File: src/core/core_bus_pkg.sv
// Purpose: shared types and constants of the load/store bus unit
// Assumes: 16-bit core, 21-bit addresses, registers reached over APB
// Notes: register offsets are word indices; byte address is index * 4
package core_bus_pkg;

    // register indices (byte address = index * 4)
    localparam logic [17:0] IDX_BCFG = 18'h0f900;
    localparam logic [17:0] IDX_IOCFG = 18'h0f902;
    localparam logic [17:0] IDX_SZCFG0 = 18'h0f904;
    localparam logic [17:0] IDX_SZCFG1 = 18'h0f906;
    localparam logic [17:0] IDX_STATUS = 18'h0f908;
    localparam logic [17:0] IDX_INTSTK = 18'h0f90a;

    localparam logic [15:0] RST_BCFG = 16'h0007;
    localparam logic [15:0] RST_ZONE = 16'h069f;
    localparam logic [20:0] RST_INTSTK = 21'h000000;

    // field positions
    localparam int EARLY_WR_BIT = 0;
    localparam int WAIT_LSB = 0;
    localparam int HOLD_LSB = 3;
    localparam int FAST_RD_BIT = 12;

    // basic cycle lengths in clocks
    localparam logic [1:0] BASE_NREAD = 2'h2;
    localparam logic [1:0] BASE_FREAD = 2'h1;
    localparam logic [1:0] BASE_LWRITE = 2'h2;
    localparam logic [1:0] BASE_EWRITE = 2'h3;

    localparam logic [3:0] IDX_RETADDR = 4'he;
    localparam logic [3:0] IDX_PSTK = 4'hf;
    localparam logic [15:0] STACK_STEP = 16'h0002;

    typedef enum logic [2:0] {
        OP_OPERAND, OP_BRANCH, OP_LOAD, OP_STORE,
        OP_PUSH, OP_POP, OP_EXC_PUSH, OP_EXC_POP
    } op_t;

    typedef enum logic [2:0] {MD_REG, MD_IMM, MD_REL, MD_FAR, MD_ABS} mode_t;

    typedef enum logic [1:0] {Z_FLASH, Z_BOOT, Z_IO} zone_t;

    typedef struct packed {
        op_t op;
        mode_t mode;
        logic word;
        logic [3:0] rsel;
        logic [3:0] dsel;
        logic [2:0] cond;
        logic [3:0] flags;
        logic [20:0] disp;
        logic [20:0] pc;
        logic [15:0] sdata;
    } req_t;

    typedef struct packed {
        logic done;
        logic taken;
        logic [20:0] value;
    } rsp_t;

    typedef struct packed {
        logic [2:0] zone_sel;
        logic [20:0] addr;
        logic [15:0] wdata;
        logic [1:0] be;
        logic rd;
        logic wr;
        logic hold;
    } zbus_t;

endpackage

File: src/core/core_load_store_bus_unit.sv
// Purpose: operand addressing, stacks and zone bus cycles of the core
// Assumes: one request at a time; bus_rdata valid in the last basic clock
// Notes: config registers on APB, one wait state per access
//
// The implementer's own choices: the register addresses and the APB register port.
`timescale 1ns/10ps

module core_load_store_bus_unit #(
    parameter logic [20:0] BOOT_BASE = 21'h00e000,
    parameter logic [20:0] IO_BASE = 21'h00f000
) (
    input wire logic pclk,
    input wire logic presetn,
    input wire logic [19:0] paddr,
    input wire logic psel,
    input wire logic penable,
    input wire logic pwrite,
    input wire logic [31:0] pwdata,
    input wire logic [3:0] pstrb,
    output logic [31:0] prdata,
    output logic pready,
    output logic pslverr,
    input wire logic req_valid,
    input wire core_bus_pkg::req_t req,
    output logic req_ready,
    output core_bus_pkg::rsp_t rsp,
    input wire logic reg_we,
    input wire logic [3:0] reg_wsel,
    input wire logic [15:0] reg_wdata,
    output core_bus_pkg::zbus_t zbus,
    input wire logic [15:0] bus_rdata
);

    typedef enum logic [2:0] {S_IDLE, S_ADDR, S_WAIT, S_ACC, S_HOLD} state_t;

    state_t state_r, state_nxt;
    logic [2:0] cnt_r, cnt_nxt, wait_r;
    logic [15:0] gpr_r [16];
    logic [20:0] intstk_r;
    logic [15:0] bcfg_r, iocfg_r, szcfg0_r, szcfg1_r, rdat_r;
    logic [31:0] prdata_r;
    logic pready_r, pslverr_r, req_ready_r, fast_r;
    core_bus_pkg::rsp_t rsp_r;
    core_bus_pkg::zbus_t zbus_r;
    core_bus_pkg::req_t req_r;
    logic [1:0] hold_r, base_r, zone_last_r;

    function automatic logic [15:0] merge16(input logic [15:0] old, input logic [31:0] d,
                                            input logic [3:0] s);
        merge16 = {s[1] ? d[15:8] : old[15:8], s[0] ? d[7:0] : old[7:0]};
    endfunction

    function automatic logic [15:0] pick(input logic [15:0] d, input logic a0, input logic w);
        if (w) begin
            pick = d;
        end else begin
            pick = {8'h00, a0 ? d[15:8] : d[7:0]};
        end
    endfunction

    function automatic logic [20:0] eff_addr(input core_bus_pkg::mode_t m, input logic [15:0] lo,
                                             input logic [15:0] hi, input logic [20:0] disp);
        unique case (m)
            core_bus_pkg::MD_REL: eff_addr = {5'h00, lo} + disp;
            core_bus_pkg::MD_FAR: eff_addr = {hi[4:0], lo} + disp;
            default: eff_addr = disp;
        endcase
    endfunction

    function automatic logic cond_true(input logic [2:0] c, input logic [3:0] f);
        // flags are {n, z, l, c}
        unique case (c)
            3'h0: cond_true = f[2];
            3'h1: cond_true = !f[2];
            3'h2: cond_true = f[0];
            3'h3: cond_true = !f[0];
            3'h4: cond_true = f[1];
            3'h5: cond_true = !f[1] && !f[2];
            3'h6: cond_true = f[3];
            3'h7: cond_true = !f[3] && !f[2];
        endcase
    endfunction

    // ---------------- request decode ----------------
    logic accept, bus_op, is_wr, is_word, fast_c;
    logic [20:0] addr_c;
    logic [15:0] pstk_w, src_v, wdata_c, cfg_c;
    core_bus_pkg::zone_t zone_c;
    logic [1:0] base_c;
    logic [2:0] wait_c;
    logic [1:0] hold_c;

    assign pstk_w = gpr_r[core_bus_pkg::IDX_PSTK];
    assign src_v = gpr_r[req.rsel];
    assign accept = req_valid && req_ready_r;
    assign bus_op = req.op inside {core_bus_pkg::OP_LOAD, core_bus_pkg::OP_STORE,
                                   core_bus_pkg::OP_PUSH, core_bus_pkg::OP_POP,
                                   core_bus_pkg::OP_EXC_PUSH, core_bus_pkg::OP_EXC_POP};
    assign is_wr = req.op inside {core_bus_pkg::OP_STORE, core_bus_pkg::OP_PUSH,
                                  core_bus_pkg::OP_EXC_PUSH};
    assign is_word = req.word || !(req.op inside {core_bus_pkg::OP_LOAD, core_bus_pkg::OP_STORE});

    always_comb begin
        unique case (req.op)
            core_bus_pkg::OP_PUSH: addr_c = {5'h00, pstk_w - core_bus_pkg::STACK_STEP};
            core_bus_pkg::OP_POP: addr_c = {5'h00, pstk_w};
            core_bus_pkg::OP_EXC_PUSH: addr_c = intstk_r - {5'h00, core_bus_pkg::STACK_STEP};
            core_bus_pkg::OP_EXC_POP: addr_c = intstk_r;
            default: addr_c = eff_addr(req.mode, src_v, gpr_r[4'(req.rsel + 4'h1)], req.disp);
        endcase
    end

    always_comb begin
        if (req.op == core_bus_pkg::OP_EXC_PUSH) begin
            wdata_c = req.sdata;
        end else if (is_word) begin
            wdata_c = src_v;
        end else begin
            wdata_c = {src_v[7:0], src_v[7:0]};
        end
    end

    // zone decode and per-zone timing
    always_comb begin
        if (addr_c >= IO_BASE) begin
            zone_c = core_bus_pkg::Z_IO;
            cfg_c = iocfg_r;
        end else if (addr_c >= BOOT_BASE) begin
            zone_c = core_bus_pkg::Z_BOOT;
            cfg_c = szcfg1_r;
        end else begin
            zone_c = core_bus_pkg::Z_FLASH;
            cfg_c = szcfg0_r;
        end
        fast_c = !is_wr && zone_c != core_bus_pkg::Z_IO && cfg_c[core_bus_pkg::FAST_RD_BIT];
        if (is_wr) begin
            base_c = bcfg_r[core_bus_pkg::EARLY_WR_BIT] ? core_bus_pkg::BASE_EWRITE
                                                    : core_bus_pkg::BASE_LWRITE;
        end else begin
            base_c = fast_c ? core_bus_pkg::BASE_FREAD : core_bus_pkg::BASE_NREAD;
        end
        wait_c = fast_c ? 3'h0 : cfg_c[core_bus_pkg::WAIT_LSB +: 3];
        hold_c = fast_c ? 2'h0 : cfg_c[core_bus_pkg::HOLD_LSB +: 2];
    end

    // ---------------- bus cycle sequencing ----------------
    logic to_acc, acc_end, cyc_end;

    always_comb begin
        state_nxt = state_r;
        cnt_nxt = cnt_r;
        to_acc = 1'b0;
        acc_end = 1'b0;
        cyc_end = 1'b0;
        unique case (state_r)
            S_IDLE: begin
                if (accept && bus_op) begin
                    state_nxt = S_ADDR;
                end
            end
            S_ADDR: begin
                if (wait_r != 3'h0) begin
                    state_nxt = S_WAIT;
                    cnt_nxt = wait_r - 3'h1;
                end else begin
                    to_acc = 1'b1;
                end
            end
            S_WAIT: begin
                if (cnt_r == 3'h0) begin
                    to_acc = 1'b1;
                end else begin
                    cnt_nxt = cnt_r - 3'h1;
                end
            end
            S_ACC: begin
                if (cnt_r == 3'h0) begin
                    acc_end = 1'b1;
                end else begin
                    cnt_nxt = cnt_r - 3'h1;
                end
            end
            S_HOLD: begin
                if (cnt_r == 3'h0) begin
                    cyc_end = 1'b1;
                end else begin
                    cnt_nxt = cnt_r - 3'h1;
                end
            end
        endcase
        if (to_acc) begin
            if (base_r > 2'h1) begin
                state_nxt = S_ACC;
                cnt_nxt = {1'b0, base_r} - 3'h2;
            end else begin
                acc_end = 1'b1;
            end
        end
        if (acc_end) begin
            if (hold_r != 2'h0) begin
                state_nxt = S_HOLD;
                cnt_nxt = {1'b0, hold_r} - 3'h1;
            end else begin
                cyc_end = 1'b1;
            end
        end
        if (cyc_end) begin
            state_nxt = S_IDLE;
        end
    end

    always_ff @(posedge pclk or negedge presetn) begin
        if (!presetn) begin
            state_r <= S_IDLE;
            cnt_r <= 3'h0;
            req_ready_r <= 1'b0;
        end else begin
            state_r <= state_nxt;
            cnt_r <= cnt_nxt;
            req_ready_r <= state_nxt == S_IDLE;
        end
    end

    // latch the request and the timing of the addressed zone
    always_ff @(posedge pclk or negedge presetn) begin
        if (!presetn) begin
            req_r <= '0;
            wait_r <= 3'h0;
            hold_r <= 2'h0;
            base_r <= 2'h0;
            fast_r <= 1'b0;
            zone_last_r <= 2'h0;
        end else if (accept && bus_op) begin
            req_r <= req;
            wait_r <= wait_c;
            hold_r <= hold_c;
            base_r <= base_c;
            fast_r <= fast_c;
            zone_last_r <= zone_c;
        end
    end

    // zone bus strobes stand for the whole cycle, data through hold
    always_ff @(posedge pclk or negedge presetn) begin
        if (!presetn) begin
            zbus_r <= '0;
        end else if (accept && bus_op) begin
            zbus_r.zone_sel <= 3'h1 << zone_c;
            zbus_r.addr <= addr_c;
            zbus_r.wdata <= wdata_c;
            zbus_r.be <= is_word ? 2'h3 : (addr_c[0] ? 2'h2 : 2'h1);
            zbus_r.rd <= !is_wr;
            zbus_r.wr <= is_wr;
            zbus_r.hold <= 1'b0;
        end else if (cyc_end) begin
            zbus_r <= '0;
        end else if (acc_end) begin
            zbus_r.hold <= 1'b1;
        end
    end

    logic [15:0] ld_val;
    assign ld_val = (hold_r != 2'h0) ? rdat_r : pick(bus_rdata, zbus_r.addr[0], req_r.word);

    always_ff @(posedge pclk or negedge presetn) begin
        if (!presetn) begin
            rdat_r <= 16'h0000;
        end else if (acc_end) begin
            rdat_r <= pick(bus_rdata, zbus_r.addr[0], req_r.word);
        end
    end

    // ---------------- register file and stacks ----------------
    logic ld_we;
    assign ld_we = cyc_end && (req_r.op == core_bus_pkg::OP_LOAD || req_r.op == core_bus_pkg::OP_POP);

    always_ff @(posedge pclk or negedge presetn) begin
        if (!presetn) begin
            for (int i = 0; i < 16; i++) begin
                gpr_r[i] <= 16'h0000;
            end
        end else begin
            if (reg_we) begin
                gpr_r[reg_wsel] <= reg_wdata;
            end
            if (cyc_end && req_r.op == core_bus_pkg::OP_PUSH) begin
                gpr_r[core_bus_pkg::IDX_PSTK] <= pstk_w - core_bus_pkg::STACK_STEP;
            end
            if (cyc_end && req_r.op == core_bus_pkg::OP_POP) begin
                gpr_r[core_bus_pkg::IDX_PSTK] <= pstk_w + core_bus_pkg::STACK_STEP;
            end
            if (ld_we) begin
                if (req_r.word || req_r.op == core_bus_pkg::OP_POP) begin
                    gpr_r[req_r.dsel] <= ld_val;
                end else begin
                    gpr_r[req_r.dsel][7:0] <= ld_val[7:0];
                end
            end
        end
    end

    // ---------------- answer to the core ----------------
    always_ff @(posedge pclk or negedge presetn) begin
        if (!presetn) begin
            rsp_r <= '0;
        end else begin
            rsp_r.done <= (accept && !bus_op) || cyc_end;
            if (accept && req.op == core_bus_pkg::OP_OPERAND) begin
                rsp_r.taken <= 1'b0;
                rsp_r.value <= (req.mode == core_bus_pkg::MD_REG) ? {5'h00, src_v} : req.disp;
            end else if (accept && req.op == core_bus_pkg::OP_BRANCH) begin
                rsp_r.taken <= cond_true(req.cond, req.flags);
                rsp_r.value <= req.pc + req.disp;
            end else if (cyc_end) begin
                rsp_r.taken <= 1'b0;
                rsp_r.value <= zbus_r.wr ? zbus_r.addr : {5'h00, ld_val};
            end
        end
    end

    // ---------------- APB register slave ----------------
    logic apb_rd_ph, apb_wr;
    logic [17:0] idx;
    logic hit;
    logic [31:0] rmux;
    assign idx = paddr[19:2];
    assign apb_rd_ph = psel && penable && !pready_r;
    assign apb_wr = psel && penable && pready_r && pwrite;

    always_comb begin
        hit = 1'b1;
        unique case (idx)
            core_bus_pkg::IDX_BCFG: rmux = {16'h0000, bcfg_r};
            core_bus_pkg::IDX_IOCFG: rmux = {16'h0000, iocfg_r};
            core_bus_pkg::IDX_SZCFG0: rmux = {16'h0000, szcfg0_r};
            core_bus_pkg::IDX_SZCFG1: rmux = {16'h0000, szcfg1_r};
            core_bus_pkg::IDX_STATUS: rmux = {28'h0000000, fast_r, zone_last_r, state_r != S_IDLE};
            core_bus_pkg::IDX_INTSTK: rmux = {11'h000, intstk_r};
            default: begin
                rmux = 32'h00000000;
                hit = 1'b0;
            end
        endcase
    end

    always_ff @(posedge pclk or negedge presetn) begin
        if (!presetn) begin
            pready_r <= 1'b0;
            pslverr_r <= 1'b0;
            prdata_r <= 32'h00000000;
        end else begin
            pready_r <= apb_rd_ph;
            pslverr_r <= apb_rd_ph && !hit;
            if (apb_rd_ph) begin
                prdata_r <= pwrite ? 32'h00000000 : rmux;
            end
        end
    end

    // reset values select normal reads and early writes
    always_ff @(posedge pclk or negedge presetn) begin
        if (!presetn) begin
            bcfg_r <= core_bus_pkg::RST_BCFG;
            iocfg_r <= core_bus_pkg::RST_ZONE;
            szcfg0_r <= core_bus_pkg::RST_ZONE;
            szcfg1_r <= core_bus_pkg::RST_ZONE;
        end else if (apb_wr) begin
            if (idx == core_bus_pkg::IDX_BCFG) bcfg_r <= {8'h00, pstrb[0] ? pwdata[7:0] : bcfg_r[7:0]};
            if (idx == core_bus_pkg::IDX_IOCFG) iocfg_r <= merge16(iocfg_r, pwdata, pstrb);
            if (idx == core_bus_pkg::IDX_SZCFG0) szcfg0_r <= merge16(szcfg0_r, pwdata, pstrb);
            if (idx == core_bus_pkg::IDX_SZCFG1) szcfg1_r <= merge16(szcfg1_r, pwdata, pstrb);
        end
    end

    // hardware stack moves win over a software load in the same cycle
    always_ff @(posedge pclk or negedge presetn) begin
        if (!presetn) begin
            intstk_r <= core_bus_pkg::RST_INTSTK;
        end else if (cyc_end && req_r.op == core_bus_pkg::OP_EXC_PUSH) begin
            intstk_r <= intstk_r - {5'h00, core_bus_pkg::STACK_STEP};
        end else if (cyc_end && req_r.op == core_bus_pkg::OP_EXC_POP) begin
            intstk_r <= intstk_r + {5'h00, core_bus_pkg::STACK_STEP};
        end else if (apb_wr && idx == core_bus_pkg::IDX_INTSTK) begin
            intstk_r <= {pwdata[20:16], merge16(intstk_r[15:0], pwdata, pstrb)};
        end
    end

    assign prdata = prdata_r;
    assign pready = pready_r;
    assign pslverr = pslverr_r;
    assign req_ready = req_ready_r;
    assign rsp = rsp_r;
    assign zbus = zbus_r;

    // ---------------- checks ----------------
    logic [3:0] len_r, exp_len_r;
    always_ff @(posedge pclk or negedge presetn) begin
        if (!presetn) begin
            len_r <= 4'h0;
            exp_len_r <= 4'h0;
        end else if (accept && bus_op) begin
            len_r <= 4'h1;
            exp_len_r <= {2'h0, base_c} + {1'b0, wait_c} + {2'h0, hold_c};
        end else if (state_r != S_IDLE) begin
            len_r <= len_r + 4'h1;
        end
    end
endmodule

File: config.mk
export PLATFORM = sky130hd
export DESIGN_NAME = core_load_store_bus_unit
export DESIGN_NICKNAME = d
export VERILOG_FILES = /design/src/core/core_bus_pkg.sv /design/src/core/core_load_store_bus_unit.sv
export SDC_FILE = /design/constraint.sdc
export NUM_CORES = 1
export LEC_CHECK = 0
export ABC_AREA = 1
export BUFFER_PORTS_ARGS = -buffer_cell sky130_fd_sc_hd__buf_2
export CAP_MARGIN = 20
export CORE_ASPECT_RATIO = 1.5
export CORE_MARGIN = 2
export CORE_UTILIZATION = 40
export CTS_BUF_LIST = sky130_fd_sc_hd__clkbuf_4
export DETAILED_ROUTE_END_ITERATION = 12
export PLACE_DENSITY = 0.55
export SLEW_MARGIN = 25
export SYNTH_ARGS = -nofsm -noshare
export SYNTH_HDL_FRONTEND = slang
export SYNTH_SLANG_ARGS = --single-unit
File: constraint.sdc
create_clock -name pclk -period 3.8 [get_ports pclk]
set_input_delay 1.14 -clock pclk [delete_from_list [all_inputs] [get_ports pclk]]
set_output_delay 1.14 -clock pclk [all_outputs]
set_load 0.02 [all_outputs]
# Word-level counts from Yosys, hierarchy flattened
# Index checks and enable logic that the tools add are counted.
op_classes:
  n_addsub: 12
  n_lt_le_gt_ge: 9
  eq_ne: 32
  n_shift: 1
  muxes: 80
  n_bitwise: 4
  reduce_logical: 64
op_table:
  columns: ["op", "count"]
  rows:
  - ["$bwmux 256", 3]
  - ["$mux 256", 3]
  - ["$demux 16 s4", 3]
  - ["$mux 16", 10]
  - ["$bmux 16 s4", 2]
  - ["$pmux 21 s6", 1]
  - ["$eq 18x16->1 const B", 6]
  - ["$mux 21", 5]
  - ["$pmux 21 s4", 1]
  - ["$mux 22", 3]
  - ["$mux 45", 1]
  - ["$mux 44", 1]
  - ["$add 21x21->21", 2]
  - ["$ge 21x16->1 const B", 2]
  - ["$mux 3", 14]
  - ["$pmux 21 s2", 1]
  - ["$eq 3x3->1 const B", 13]
  - ["$mux 32", 1]
  - ["$mux 8", 4]
  - ["$eq 3x2->1 const B", 9]
  - ["$mux 13", 2]
  - ["$reduce_bool 3->1", 8]
  - ["$logic_and 1x1->1", 22]
  - ["$add 16x21->21", 1]
  - ["30 further kinds", 84]
word_totals:
  reg_bits: 476
  in_bits: 179
  out_inout_bits: 103
  word_cells: 253

# Depth between registers and ports, before layout
logic_depth:
  depth_word: 16
  mapped_depth: 30
  mapped_depth_nobuf: 28

# Worst setup path after synthesis
# OpenSTA, ideal clock, no wires.
synth_timing:
  path_type: "input-to-reg"
  startpoint: "input port req[69] in the netlist's numbering"
  endpoint: "register wait_r[1]"
  setup_time_ns: 0.118
  arrival_ns: 4.476
  t_required_ns: 3.682
  slack_ns: -0.794
  path_stages: 27
  path_buffers: 5
  cell_sequence: "clkbuf_1 > clkbuf_1 > buf_2 > buf_2 > clkbuf_1 > nor2_1 > o211ai_1 > o211ai_1 > a21oi_1 > ha_1 > nand2_1 > nand2_1 > o21bai_1 > a21oi_1 > nand2_1 > nand2_1 > nand3_1 > nand2_1 > nand2_1 > nor2_1 > nand2_1 > nor2_4 > nand2_2 > inv_2 > nand3_4 > nand3_1 > nand2_1"
synth_between:
  elab_chain_cells: 15
  elab_cells_between_ends: 23
  cone_classes: "add/sub (3); order compare (2); eq/ne (1); mux (13); bitwise (2); reduce/logical (2)"
synth_lines:
  columns: ["element", "line_no", "source"]
  rows:
  - ["start, declared", "core_load_store_bus_unit.sv:24", "input wire core_bus_pkg::req_t req,"]
  - ["$add 4x1->4", "core_load_store_bus_unit.sv:109", "default: addr_c = eff_addr(req.mode, src_v, gpr_r[4'(req.rsel + 4'h1)], req.disp);"]
  - ["$not 4->5 (not written as such)", "core_load_store_bus_unit.sv:109", null]
  - ["$bmux 16 s4", "core_load_store_bus_unit.sv:109", null]
  - ["$mux 5 (not written as such) (2 in a row)", "core_load_store_bus_unit.sv:109", null]
  - ["$add 21x21->21", "core_load_store_bus_unit.sv:65", "core_bus_pkg::MD_FAR: eff_addr = {hi[4:0], lo} + disp;"]
  - ["$pmux 21 s2 *", "core_load_store_bus_unit.sv:63", "unique case (m)"]
  - ["$pmux 21 s4 *", "core_load_store_bus_unit.sv:104", "unique case (req.op)"]
  - ["$ge 21x16->1", "core_load_store_bus_unit.sv:128", "end else if (addr_c >= BOOT_BASE) begin"]
  - ["$mux 1", "core_load_store_bus_unit.sv:128", null]
  - ["$mux 2", "core_load_store_bus_unit.sv:125", "if (addr_c >= IO_BASE) begin"]
  - ["$ne 2x2->1", "core_load_store_bus_unit.sv:135", "fast_c = !is_wr && zone_c != core_bus_pkg::Z_IO && cfg_c[core_bus_pkg::FAST_RD_BIT];"]
  - ["$logic_and 1x1->1 (2 in a row)", "core_load_store_bus_unit.sv:135", null]
  - ["$mux 3 *", "core_load_store_bus_unit.sv:142", "wait_c = fast_c ? 3'h0 : cfg_c[core_bus_pkg::WAIT_LSB +: 3];"]
  - ["end signal, assigned", "core_load_store_bus_unit.sv:235", "wait_r <= wait_c;"]
  - ["end, declared", "core_load_store_bus_unit.sv:37", "logic [2:0] cnt_r, cnt_nxt, wait_r;"]
# Mark *: on every way between the ends. The rest lies on a longest branch, timed or not. The select of a mux whose other input is x is not followed.
# A chain may end at the register's enable or synchronous reset.

# Worst setup path after layout
layout_timing:
  startpoint: "input port req[70] in the netlist's numbering"
  endpoint: "register wait_r[0]"
# Same word-level chain as after synthesis.

==> results_dict.tcl <==
set metrics [dict create \
    status "finished, final reports clean" \
    drc_errors 0 \
    final_cell_mix "nand2_1 (863), o21ai_0 (555), dfrtp_1 (438)" \
    layout_commonest_cell "nand2_1" \
    synth-main-ff-cell "dfrtp_1" \
    p_seq_share_pct 34.9 \
    critPathLaunchType "primary input" \
    die_height_um 341 \
    pwr_density_cell_mw_per_mm2 616 \
    leakage_nw 17.6 \
    holdWs_ns 0.0816 \
    crit_family "simple AND/OR/NAND/NOR gates" \
    power.share.combinational_pct 45.3 \
    place_inst 5516 \
    hp-class "primary input to async pin" \
    grt_pass1_wl_mm 203 \
    max_freq_mhz 268 \
    ys_seq_area_share_pct 38.5 \
    cp_max_fo 8 \
    drive_gt1_share_pct 22.9 \
    clkPwrFrac_pct 19.8 \
    period_minus_slack_ns 3.74 \
    crit_path_max_incr_delay_ns 0.38 \
    synth_area_mm2 0.0303 \
    vias 32307 \
    tritoncts "done" \
    r2r_slack_ns 0.23 \
    power_switching_w 0.0105 \
    routed_wl_mm 140 \
    p_sw_share_pct 45.4 \
    ff2ff_path_depth 18 \
    numCtsBuffers 121 \
    clk_path_buf_depth 3 \
    viasPerCell 5.61 \
    clock_latency_ns 1.00 \
    internal_power_w 0.0126 \
    htreeDepth 3 \
    cp_common_cell "nand2_1" \
    finalPower_w 0.0231 \
    gp_congestion 1.06 \
    synth-seq-cells 465 \
    drv_cap 0 \
    skew_ns 0.0473 \
    setup_viol 0 \
    drt-wirelength-per-cell_um 24.3 \
    synth-edff-count 0 \
    antenna_left 0 \
    slowest_stage "fa_2" \
    r2r-start "pstk_w[1]$_DFF_PN0_" \
    period_share_pct 98.3 \
    numClockSinks 465 \
    synthArstFlopShare_pct 100 \
    clk_pin_slew_ns 0.08 \
    avgSynthCellArea_um2 7.26 \
    antenna_found_initial 9 \
    clock-root-buffer "clkbuf_4" \
    final-max-slew-violation-count 0 \
    crit_type "primary input to flip-flop" \
    fp.dieW_um 229 \
    synth_warnings 0 \
    fill_cells 7770 \
    cp-end-kind "flip-flop" \
    ys_types 57 \
    hold_viol 0 \
    grt_overflow 0 \
    tns_ns 0 \
    fp-row-count 123 \
    synth_cells 4179 \
    fin_nets 4894 \
    firstDrtPassIters 5 \
    dieArea_mm2 0.0781 \
    finalNonFillerCells 5761 \
    grt_setup_unrepaired "yes" \
    critPathBufInv 7 \
    grt_max_degree 91 \
    grt_pass1_vias 31179 \
    core_area_mm2 0.0751 \
    syn_to_final_growth_pct 23.6 \
    io_buffer_count 255 \
    ir_drop_v 0.000272 \
    r2r_end "wait_r[0]$_DFFE_PN0P_" \
    required_ns 4.68 \
    drtIter0Drc 2591 \
    tightest_slew_ns 1.15 \
    grt_usage_pct 34.9 \
    initial_core_util_pct 40.4 \
    slew_headroom_pct 22.6 \
    hpwl_mm 107 \
    pin_count 282 \
    critPathArrivalTime_ns 4.62 \
]
[cells by family (layout without fill, tap and decap cells)]
kind of cell,Yosys count,count (layout),synth area share [%]
AO/OA/AOI/OAI,1207,1207,22.2
buffers and inverters,624,1191,8.05
adder cells (fa/ha/maj),51,51,2.15
other,1,16,0.0124
XOR/XNOR,64,64,1.87
AND/OR/NAND/NOR,1639,1639,23.0
multiplexers,128,128,4.31
flip-flops,465,465,38.5
[power groups by stage]
stage	Clock (W)	Combinational (W)	Sequential, W
floorplan	0	0.00567	0.00792
global placement	0	0.00977	0.00805
detailed placement	0	0.00983	0.00807
CTS	0.00467	0.0100	0.00800
global route	0.00492	0.0114	0.00822
finish	0.00457	0.0105	0.00806
[area by class of cell]
class                           instances  area, um^2  share of cell area (%)
Antenna cell                            5        12.5                  0.0334
Clock buffer                          172        1290                    3.44
Clock inverter                         43         258                   0.687
Inverter                              379        1450                    3.87
Multi-Input combinational cell       3100       17200                    45.9
Sequential cell                       465       11700                    31.1
Tap cell                             1000        1250                    3.34
Timing Repair Buffer                  597        4340                    11.6
[how the worst max path moves through the flow]
stage | cells after the start | startpoint | to | slack (ns)
final | 29 | req[70] | wait_r[0]$_DFFE_PN0P_ | 0.06
after CTS | 31 | req[70] | wait_r[0]$_DFFE_PN0P_ | 0.006
after floorplan | 26 | req[69] | base_r[1]$_DFFE_PN0P_ | -0.26
after global routing | 29 | req[70] | wait_r[0]$_DFFE_PN0P_ | -0.08
after global placement | 28 | req[69] | wait_r[2]$_DFFE_PN0P_ | -1.45
after detailed placement | 28 | req[69] | wait_r[0]$_DFFE_PN0P_ | -1.51
[layer usage]
layer	vias to the layer above	wire, um	track usage, %
li1	15216	-	-
met1	15304	50700	37.9
met2	1336	68800	60.7
met3	445	8360	6.26
met4	6	12200	26.5
met5	-	38	0
[what timing repair did]
item                                    CTS  global route
gates cloned                              2             5
endpoints found under the setup margin   13            14
pin swaps                                16            91
buffers inserted                          4            14
resized for setup                        77           171
hold buffers                              0             0
[sequential cells by signal (all words and copies together), names as in the netlist, 16 cells and up]
name and cells:
gpr_r 240, intstk_r 21, iocfg_r 16, prdata 21, pstk_w 16, rdat_r 16, rsp 23, szcfg0_r 16
szcfg1_r 16, zbus 45
[Yosys cell counts, types with 17 or more instances]
cell,n,area [um^2]
a211oi_1,52,390
a21oi_1,339,1700
a221oi_1,23,201
buf_2,24,120
buf_4,17,128
clkbuf_1,191,717
dfrtp_1,438,11000
dfstp_2,27,709
ha_1,49,613
inv_1,351,1320
mux2_2,21,236
mux2i_1,107,1070
nand2_1,912,3420
nand2_2,17,106
nand3_1,247,1240
nand4_1,50,313
nor2_1,337,1260
nor2_4,18,203
nor3_1,21,105
o2111ai_1,17,149
o211ai_1,50,375
o21ai_0,590,2950
o21ai_1,28,140
o221ai_1,20,175
o22ai_1,36,225
xor2_1,54,473
[metrics by stage]
step                      setup slack, ns  instance area, um^2  util [%]
after floorplan                    -0.258                30700         -
after global placement              -1.45                34600      46.1
after detailed placement            -1.51                34600      46.1
after CTS                         0.00636                36600      48.8
after global routing              -0.0837                37500      49.9
final                              0.0634                37500      49.9
Power figures use the tool's default switching activity.
